[config.mk]
export PLATFORM = sky130hd
export DESIGN_NAME = aux_irq_error_status
export DESIGN_NICKNAME = d
export VERILOG_FILES = /design/src/aux_irq_error_status.v
export VERILOG_INCLUDE_DIRS = /design/src
export SDC_FILE = /design/constraint.sdc
export NUM_CORES = 1
export LEC_CHECK = 0
export ABC_AREA = 1
export BUFFER_PORTS_ARGS = -buffer_cell sky130_fd_sc_hd__buf_2
export CAP_MARGIN = 20
export CORE_MARGIN = 2
export CORE_UTILIZATION = 43
export CTS_BUF_LIST = sky130_fd_sc_hd__clkbuf_8 sky130_fd_sc_hd__clkbuf_16
export DETAILED_ROUTE_END_ITERATION = 8
export PLACE_DENSITY = 0.86
export RECOVER_POWER = 25
export SYNTH_ARGS = -nofsm -noshare
export SYNTH_HDL_FRONTEND = slang
export SYNTH_SLANG_ARGS = --single-unit
[constraint.sdc]
create_clock -name clk -period 1.2 [get_ports clk]
set_input_delay 0.18 -clock clk [delete_from_list [all_inputs] [get_ports clk]]
set_output_delay 0.18 -clock clk [all_outputs]
set_load 0.02 [all_outputs]
[src/aux_irq_error_map.vh]
// Register map, field positions and reset values of the aux interrupt and error block
`ifndef AUX_IRQ_ERROR_MAP_VH
`define AUX_IRQ_ERROR_MAP_VH

`define OFS_AUX_ENABLES     8'h03
`define OFS_AUX_REQUESTS    8'h05
`define OFS_ERRORS          8'h06
`define OFS_CMD_CONTROL     8'h08

`define AUX_SET_BIT         7
`define AUX_FLAG_MSB        4
`define ERR_WRITE           7
`define ERR_OVERHEAT        6
`define ERR_FIELD_TIMING    5
`define ERR_OVERFLOW        4
`define ERR_COLLISION       3
`define ERR_CHECKSUM        2
`define ERR_PARITY          1
`define ERR_FRAMING         0
`define FLAG_EDGE           4
`define FLAG_MODE           3
`define FLAG_CRC            2
`define FLAG_ON             1
`define FLAG_OFF            0

`define CTL_DETECT_RUN      0
`define CTL_PUSH_PULL       7
`define FRAMING_ACTIVE      2'h1
`define RATE_106            2'h0
`define ZERO_BYTE           8'h00
`define ZERO_FLAGS          5'h00

`endif

[src/aux_irq_error_status.v]
// Auxiliary interrupt flags, last command error flags and their Wishbone slave
`timescale 1ns/1ps
`default_nettype none
`include "aux_irq_error_map.vh"

module aux_irq_error_status
(
    input  wire        clk,
    input  wire        rst_b,
    input  wire        clk_en,
    // Classic Wishbone slave
    input  wire        wb_cyc_i,
    input  wire        wb_stb_i,
    input  wire        wb_we_i,
    input  wire [7:0]  wb_adr_i,
    input  wire [3:0]  wb_sel_i,
    input  wire [31:0] wb_dat_i,
    output reg  [31:0] wb_dat_o,
    output wire        wb_ack_o,
    output wire        wb_err_o,
    // Event sources
    input  wire        secure_interface_input,
    input  wire        mode_found,
    input  wire        auto_anticollision_command,
    input  wire        card_authentication_command,
    input  wire        rf_reset,
    input  wire        checksum_command_active,
    input  wire        checksum_data_done,
    input  wire        field_present,
    input  wire        command_start,
    input  wire        host_fifo_write,
    input  wire        tx_rx_gap,
    input  wire        overheat_detect,
    input  wire        active_mode,
    input  wire        counterpart_field_late,
    input  wire [1:0]  receive_framing_select,
    input  wire [1:0]  transmit_framing_select,
    input  wire        fifo_full,
    input  wire        internal_fifo_write,
    input  wire        receiver_start,
    input  wire [1:0]  rate_select,
    input  wire        collision_seen,
    input  wire        receive_checksum_enable,
    input  wire        checksum_fail,
    input  wire        parity_fail,
    input  wire        type_a_or_p2p,
    input  wire        bad_start_of_frame,
    input  wire        sync_detect_enable,
    input  wire        sync_based_comm,
    input  wire        byte_length_violation,
    input  wire        initiator_bit,
    input  wire        auth_byte_count_bad,
    input  wire        pulses_too_close,
    // Outputs
    output wire        irq_out,
    output wire        irq_oe,
    output reg         antenna_off,
    output wire        mode_detector_running,
    output wire        summary_error_flag
);

    // ****************************************************************
    // Bus decode
    // ****************************************************************
    reg        ack_reg;
    reg        err_reg;
    wire       req      = wb_cyc_i & wb_stb_i;
    wire       hit_en   = wb_adr_i == (`OFS_AUX_ENABLES << 2);
    wire       hit_rq   = wb_adr_i == (`OFS_AUX_REQUESTS << 2);
    wire       hit_err  = wb_adr_i == (`OFS_ERRORS << 2);
    wire       hit_ctl  = wb_adr_i == (`OFS_CMD_CONTROL << 2);
    wire       mapped   = hit_en | hit_rq | hit_err | hit_ctl;
    wire       lane0_wr = req & wb_we_i & wb_sel_i[0] & ~ack_reg & clk_en;

    assign wb_ack_o = ack_reg;
    assign wb_err_o = err_reg;

    always @(posedge clk or negedge rst_b)
    begin
        if (!rst_b)
        begin
            ack_reg <= 1'b0;
            err_reg <= 1'b0;
        end
        else if (clk_en)
        begin
            ack_reg <= req & mapped & ~ack_reg & ~err_reg;
            err_reg <= req & ~mapped & ~ack_reg & ~err_reg;
        end
    end

    // ****************************************************************
    // Enables and detector control
    // ****************************************************************
    reg [7:0] enables_reg;
    reg       detect_run_reg;
    reg       sig_prev_reg;
    reg       field_prev_reg;

    always @(posedge clk or negedge rst_b)
    begin
        if (!rst_b)
        begin
            enables_reg    <= `ZERO_BYTE;
            detect_run_reg <= 1'b0;
            sig_prev_reg   <= 1'b0;
            field_prev_reg <= 1'b0;
        end
        else if (clk_en)
        begin
            sig_prev_reg   <= secure_interface_input;
            field_prev_reg <= field_present;
            if (lane0_wr && hit_en)
                enables_reg <= wb_dat_i[7:0] & 8'h9f;
            if (auto_anticollision_command || rf_reset)
                detect_run_reg <= 1'b1;
            else if (mode_found && detect_run_reg)
                detect_run_reg <= 1'b0;
        end
    end

    assign mode_detector_running = detect_run_reg;

    // ****************************************************************
    // Auxiliary flags
    // ****************************************************************
    wire [4:0] events;
    assign events[`FLAG_EDGE] = secure_interface_input ^ sig_prev_reg;
    assign events[`FLAG_MODE] = mode_found & detect_run_reg;
    assign events[`FLAG_CRC]  = checksum_command_active & checksum_data_done;
    assign events[`FLAG_ON]   = field_present & ~field_prev_reg;
    assign events[`FLAG_OFF]  = ~field_present & field_prev_reg;

    reg  [4:0] flags_reg;
    reg  [4:0] flags_next;
    wire [4:0] wr_mask = (lane0_wr && hit_rq) ? wb_dat_i[`AUX_FLAG_MSB:0] : `ZERO_FLAGS;
    wire       set_sel = wb_dat_i[`AUX_SET_BIT];

    always @*
    begin
        flags_next = flags_reg;
        if (set_sel)
            flags_next = flags_next | wr_mask;
        else
            flags_next = flags_next & ~wr_mask;
        flags_next = flags_next | events;
    end

    always @(posedge clk or negedge rst_b)
    begin
        if (!rst_b)
            flags_reg <= `ZERO_FLAGS;
        else if (clk_en)
            flags_reg <= flags_next;
    end

    // ****************************************************************
    // Error flags
    // ****************************************************************
    wire       fast_rate  = rate_select != `RATE_106;
    wire       framing_ok = (receive_framing_select == `FRAMING_ACTIVE) |
                            (transmit_framing_select == `FRAMING_ACTIVE);
    wire [7:0] err_set;
    assign err_set[`ERR_WRITE]        = host_fifo_write & (auto_anticollision_command |
                                        card_authentication_command | tx_rx_gap);
    assign err_set[`ERR_OVERHEAT]     = overheat_detect;
    assign err_set[`ERR_FIELD_TIMING] = active_mode & counterpart_field_late & framing_ok;
    assign err_set[`ERR_OVERFLOW]     = fifo_full & (host_fifo_write | internal_fifo_write);
    assign err_set[`ERR_COLLISION]    = collision_seen;
    assign err_set[`ERR_CHECKSUM]     = receive_checksum_enable & checksum_fail;
    assign err_set[`ERR_PARITY]       = parity_fail & type_a_or_p2p & ~fast_rate;
    assign err_set[`ERR_FRAMING]      = (bad_start_of_frame & ~fast_rate)
        | (sync_detect_enable & byte_length_violation &
           (sync_based_comm | (active_mode & fast_rate)))
        | (auto_anticollision_command & initiator_bit)
        | (card_authentication_command & auth_byte_count_bad)
        | pulses_too_close;

    reg  [7:0] errors_reg;
    reg  [7:0] errors_next;
    wire [7:0] rx_clear = {4'h0, 4'hf} & {8{receiver_start}};

    always @*
    begin
        errors_next = errors_reg;
        if (command_start)
            errors_next = errors_next & (8'h01 << `ERR_OVERHEAT);
        errors_next = errors_next & ~rx_clear;
        errors_next = errors_next | err_set;
        if (fast_rate)
            errors_next[`ERR_COLLISION] = 1'b1;
    end

    always @(posedge clk or negedge rst_b)
    begin
        if (!rst_b)
        begin
            errors_reg  <= `ZERO_BYTE;
            antenna_off <= 1'b0;
        end
        else if (clk_en)
        begin
            errors_reg <= errors_next;
            if (overheat_detect)
                antenna_off <= 1'b1;
            else if (command_start)
                antenna_off <= 1'b0;
        end
    end

    assign summary_error_flag = |errors_reg;

    // ****************************************************************
    // Interrupt pin and read data
    // ****************************************************************
    wire irq_level = |(flags_reg & enables_reg[`AUX_FLAG_MSB:0]);
    assign irq_out = irq_level;
    assign irq_oe  = enables_reg[`CTL_PUSH_PULL] | irq_level;

    always @(posedge clk or negedge rst_b)
    begin
        if (!rst_b)
            wb_dat_o <= 32'h00000000;
        else if (clk_en && req && !wb_we_i)
        begin
            if (hit_en)
                wb_dat_o <= {24'h000000, enables_reg};
            else if (hit_rq)
                wb_dat_o <= {24'h000000, 3'h0, flags_reg};
            else if (hit_err)
                wb_dat_o <= {24'h000000, errors_reg};
            else if (hit_ctl)
                wb_dat_o <= {31'h00000000, detect_run_reg};
            else
                wb_dat_o <= 32'h00000000;
        end
    end

endmodule // aux_irq_error_status

`default_nettype wire

### Word-level counts from Yosys, hierarchy flattened

Index checks and enable logic that the tools add are counted.

| word-level totals | value |
|---|---|
| bits in registers | 57 |
| latch bits | 0 |
| RAM bits | 0 |
| ROM bits | 0 |
| bits of input ports | 85 |
| word-level logic and storage cells | 99 |
| memories kept | 0 |

| cells by class | value |
|---|---|
| add/subtract/negate cells | 0 |
| multipliers | 0 |
| div/mod/pow operators | 0 |
| order comparisons | 0 |
| eq/ne operators | 6 |
| shift operators | 0 |
| muxes and demuxes | 12 |
| bitwise operators | 56 |
| reduce and logical (&&, ||, !) cells | 15 |

Operators by type and width:

| cell | number |
|---|---|
| 8-bit 2-to-1 mux | 4 |
| 1-bit AND | 28 |
| 8-bit by 5-bit == test with 1-bit output (second input constant) | 2 |
| 1-bit OR | 13 |
| 5-bit AND | 2 |
| 5-bit 2-to-1 mux | 2 |
| 5-bit OR | 2 |
| 8-bit AND | 1 |
| 8-bit by 4-bit == test with 1-bit output (second input constant) | 1 |
| 8-bit by 6-bit == test with 1-bit output (second input constant) | 1 |
| 4-bit inverter with 8-bit output | 1 |
| 8-bit OR | 1 |
| 8-bit OR reduction | 1 |
| 1-bit 2-to-1 mux | 6 |
| 1-bit inverter | 6 |
| 2-bit AND reduction | 3 |
| 2-bit nonzero test | 3 |
| 1-bit logical AND | 5 |
| 5-bit inverter | 1 |
| 5-bit OR reduction | 1 |
| 2-bit by 1-bit == test with 1-bit output (second input constant) | 2 |
| 1-bit zero test | 1 |
| 1-bit logical OR | 1 |
| 1-bit XOR | 1 |

### Depth between registers and ports, before layout

| logic depth | value |
|---|---|
| depth after elaboration | 11 |
| gate-level depth with buffers | 10 |

### Worst setup path after synthesis

No wires, ideal clock.

| path | value |
|---|---|
| path type | register to output |
| from | register enables_reg[3] |
| to | output port irq_oe |
| arrival time | 1,172 ps |
| required time | 1,020 ps |
| slack | -152 ps |
| stages on the path, launching flop included | 6 |
| path buffers | 0 |
| cell sequence | dfrtp_1 -> nand2_1 -> nand2_1 -> a21oi_1 -> nand3_1 -> or2_2 |

| between the ends | value |
|---|---|
| word-level cells in the longest chain between the ends | 3 |

Ends and longest elaborated chain:

| what | line | source |
|---|---|---|
| from (decl) | aux_irq_error_status.v:95 | `reg [7:0] enables_reg;` |
| from (signal assigned) | aux_irq_error_status.v:104 | `` enables_reg <= `ZERO_BYTE; `` |
| from (signal assigned) | aux_irq_error_status.v:114 | `enables_reg <= wb_dat_i[7:0] & 8'h9f;` |
| 5-bit AND | aux_irq_error_status.v:216 | `` wire irq_level = \|(flags_reg & enables_reg[`AUX_FLAG_MSB:0]); `` |
| 5-bit OR reduction | aux_irq_error_status.v:216 |  |
| named net irq_out | aux_irq_error_status.v:55 | `output wire irq_out,` |
| 1-bit OR | aux_irq_error_status.v:218 | `` assign irq_oe = enables_reg[`CTL_PUSH_PULL] \| irq_level; `` |
| to (decl) | aux_irq_error_status.v:56 | `output wire irq_oe,` |

The timed path passes the listed nets, and every way through them passes these cells.

### Worst setup path in the final report

| path | value |
|---|---|
| from | register enables_reg[4] |
| to | output port irq_oe |

| between the ends | value |
|---|---|
| word-level cells in the longest chain between the ends | 3 |

Ends and longest elaborated chain:

| what | line |
|---|---|
| 5-bit AND | aux_irq_error_status.v:216 |
| 5-bit OR reduction | aux_irq_error_status.v:216 |
| 1-bit OR | aux_irq_error_status.v:218 |

Every way passes these cells.

==> results.md <==
* CTS H-Tree Depth at 2
* Min Clock Period, post-route at 1.576 ns
* Final Slew Violations at 0
* Clock Skew at 0.005556 ns
* Number of synthesized register bits at 33
* Initial antenna violation count at 0
* Layout cells sized above 1 at 0.3325
* IO Count at 124
* Initial Util at 0.4558
* Complex-gate fraction of the synthesized area at 0.06794
* Finish-stage setup viols at 8
* Simple-gate portion of the synthesized area at 0.3477
* Power Density at 1011 mW/mm²
* # diodes at 0
* Max-Cap Viols at 0
* First-pass GRT wire length at 8.618 mm
* GPL Wtd Cong at 0.8209
* Die Ht at 72.64 µm
* XOR/XNOR share of the synthesized area at 0.004324
* CP Class: reg -> out
* Slew @ Worst Pin at 0.7589 ns
* Post-Syn Area at 0.002026 mm²
* PortBufs at 70
* Worst Path Required at 1.02 ns
* Worst reg2reg path depth at 7
* RSZ-0062 raised after global routing: yes
* Clock Path Buffers at 2
* Max stage delay on crit path at 0.38 ns
* Crit-path most repeated cell: nand2_1
* Period Utilization, post-route at 1.313
* Post-route cell area at 0.002718 mm²
* Initial DRC count at 99
* DP Wirelength at 4.195 mm
* Synthesized instance count at 286
* Vias per inst at 4.881
* Total power draw at 2.746 mW
* Nets at 469
* Placeable Area at 0.004444 mm²
* Share of the synthesized area in the top cell type at 0.4077
* Final hold slack at 0.1150 ns
* Largest family of logic cells by synthesized area: simple AND/OR/NAND/NOR gates
* CTS buffer count at 5
* Avg Inst Size Synth at 7.083 µm²
* Pleak at 1.551 nW
* Fmax at 634.6 MHz
* Die width at 72.64 µm
* # DRC at 0
* Multiplexer area fraction after synthesis at 0
* Status: complete, but fails checks
* Vias at 2133
* Crit path max-delay family: simple AND/OR/NAND/NOR gates
* CP cell instances: nand2_1 -> nand2_1 -> a21oi_2 -> nand3_2 -> or2_4 -> buf_6
* Crit start category: flip-flop
* Routed length per instance at 12.23 µm
* Placed insts at 426
* Hold path cells at 3
* Worst-path maximum fanout at 2
* CP Depth at 6
* Syn. warnings at 0
* GRT overflow at 0
* Failing checks: setup timing
* Post-Synth Adder-Cell Area at 0
* Fin cells at 437
* Post-synthesis sequential area ratio at 0.4077
* Worst setup EP type: primary output
* Root buffer cell: clkbuf_8
* Synth top area cells: dfrtp_1 (41%), nand2_1 (18%), buf_4 (9.6%)
* Clock slew at reported path FFs at 0.07 ns
* Vias in the first global route at 2063
* Fin. Hold Viols at 0
* Post-place setup slack at -0.1003 ns
* Largest net degree at the start of global routing at 23
* Clock Latency Late Sink at 0.29 ns
* CTS Sinks at 33
* Hold crit path type: in -> reg
* Final WS setup at -0.3759 ns
* Area Growth Syn to Fin at 34.16%
* Routed WL at 5.345 mm
* Slowest library cell on the worst path: dfrtp_1
* CP arrival at 1.40 ns
* Post-synth cell types at 26
* Area after DPL at 0.002525 mm²
* Top cell type by total area after synthesis: dfrtp_1
* TritonCTS clock tree: built
* DIE AREA at 0.005276 mm²
* VDD IR max at 0.7268 mV
* WP buf/inv at 1
* Slew HR at 0.4941
* Drt pass-1 iters at 5
* GRT Overall Usage at 0.2118
* Row count at 24
* Antenna Nets Post-Route at 0
==> power breakdown <==
part	internal, mW	switching, mW	total (mW)
combinational	0.172	0.298	0.470
sequential	1.17	0.0409	1.21
clock	0.668	0.397	1.07
==> Yosys cell counts <==
master     n
nor3_1     1
dfrtp_1   33
o22ai_1    1
buf_4     26
nand2_1   96
inv_4      1
a21oi_1    7
xor2_1     1
nor2_1    21
inv_1     26
a21oi_2    1
o21ai_0   15
nor2_2     3
a211oi_1   1
buf_6      2
nor3_4     1
buf_2      1
o21ai_1    1
inv_2      4
clkbuf_1   1
or2_2      2
nor4_1     2
nand3_1   30
nand4_1    7
and3_1     1
conb_1     1
==> final cells by class <==
class | count | area (µm²)
fillers | 396 | 1727
multi-input cells | 215 | 999.7
flip-flops and latches | 33 | 827.0
repair buffers | 98 | 590.6
inverters | 31 | 118.9
clock buffers | 6 | 82.58
well taps | 52 | 65.06
clock inverters | 2 | 33.78
==> through the flow <==
step / TNS [ns] / util
floorplan: -0.02867 / -
CTS: -1.003 / 0.6044
detailed placement: -0.7222 / 0.5681
finish: -1.093 / 0.6115
global route: -1.900 / 0.6115
global placement: -0.2234 / 0.5681
==> layer usage <==
| layer | global-route usage | up-vias | routed length, µm |
|---|---|---|---|
| met1 | 0.2438 | 952 | 2216 |
| met3 | 0.05801 | 23 | 372 |
| li1 | - | 1054 | - |
| met4 | 0.1029 | 0 | 188 |
| met2 | 0.3626 | 104 | 2568 |
| met5 | 0 | - | 0 |
==> path summary, 6_finish.rpt <==
| path | start | endpoint | slack (ns) |
|---|---|---|---|
| setup / recovery | enables_reg[4] | irq_oe | -0.38 |
| min in group asynchronous | rst_b | sig_prev_reg | 0.47 |
| hold / removal | overheat_detect | errors_reg[6] | 0.11 |
| hold reg to reg | wb_dat_o[1] | wb_dat_o[1] | 0.48 |
| setup reg to reg | wb_ack_o | flags_reg[2] | -0.07 |
| max in group asynchronous | rst_b | wb_ack_o | 0.15 |
==> layout by cell type, fill, tap and decap left out, drive strengths merged <==
| cell type | synthesis | final |
|---|---|---|
| o21ai | 16 | 16 |
| nand4 | 7 | 7 |
| inv | 31 | 32 |
| o22ai | 1 | 1 |
| nor2 | 24 | 24 |
| dlygate4sd3 | 0 | 1 |
| conb | 1 | 24 |
| a21oi | 8 | 8 |
| dfrtp | 33 | 33 |
| xor2 | 1 | 1 |
| nor3 | 2 | 2 |
| buf | 29 | 94 |
| nand3 | 30 | 30 |
| and3 | 1 | 1 |
| nor4 | 2 | 2 |
| nand2 | 96 | 96 |
| bufinv | 0 | 1 |
| or2 | 2 | 2 |
| clkbuf | 1 | 9 |
| a211oi | 1 | 1 |
==> kinds of logic (layout without fill, tap and decap cells) <==
family | count (synthesis) | count (layout)
xor+xnor | 1 | 1
other cells | 1 | 24
flops | 33 | 33
compound gates | 26 | 26
buf+inv | 61 | 137
simple gates | 164 | 164
==> worst reg2reg max path, cell delays in order, from the launching register on <==
cell,delay (ns)
dfrtp_2,0.41
inv_2,0.06
nand3_2,0.08
nor2_4,0.17
and3_4,0.25
nand2_1,0.06
nand2_1,0.06
nand3_1,0.06
==> repair_timing <==
action                                 4_1_cts  5_1_grt
pin swaps                                    8       12
setup endpoints to repair                   11       14
hold buffers                                 1        0
endpoints found under the hold margin       11        0
buffers inserted                             2        0
gates resized for setup                      6        9
No activity file was read; power rests on OpenSTA's default activity.
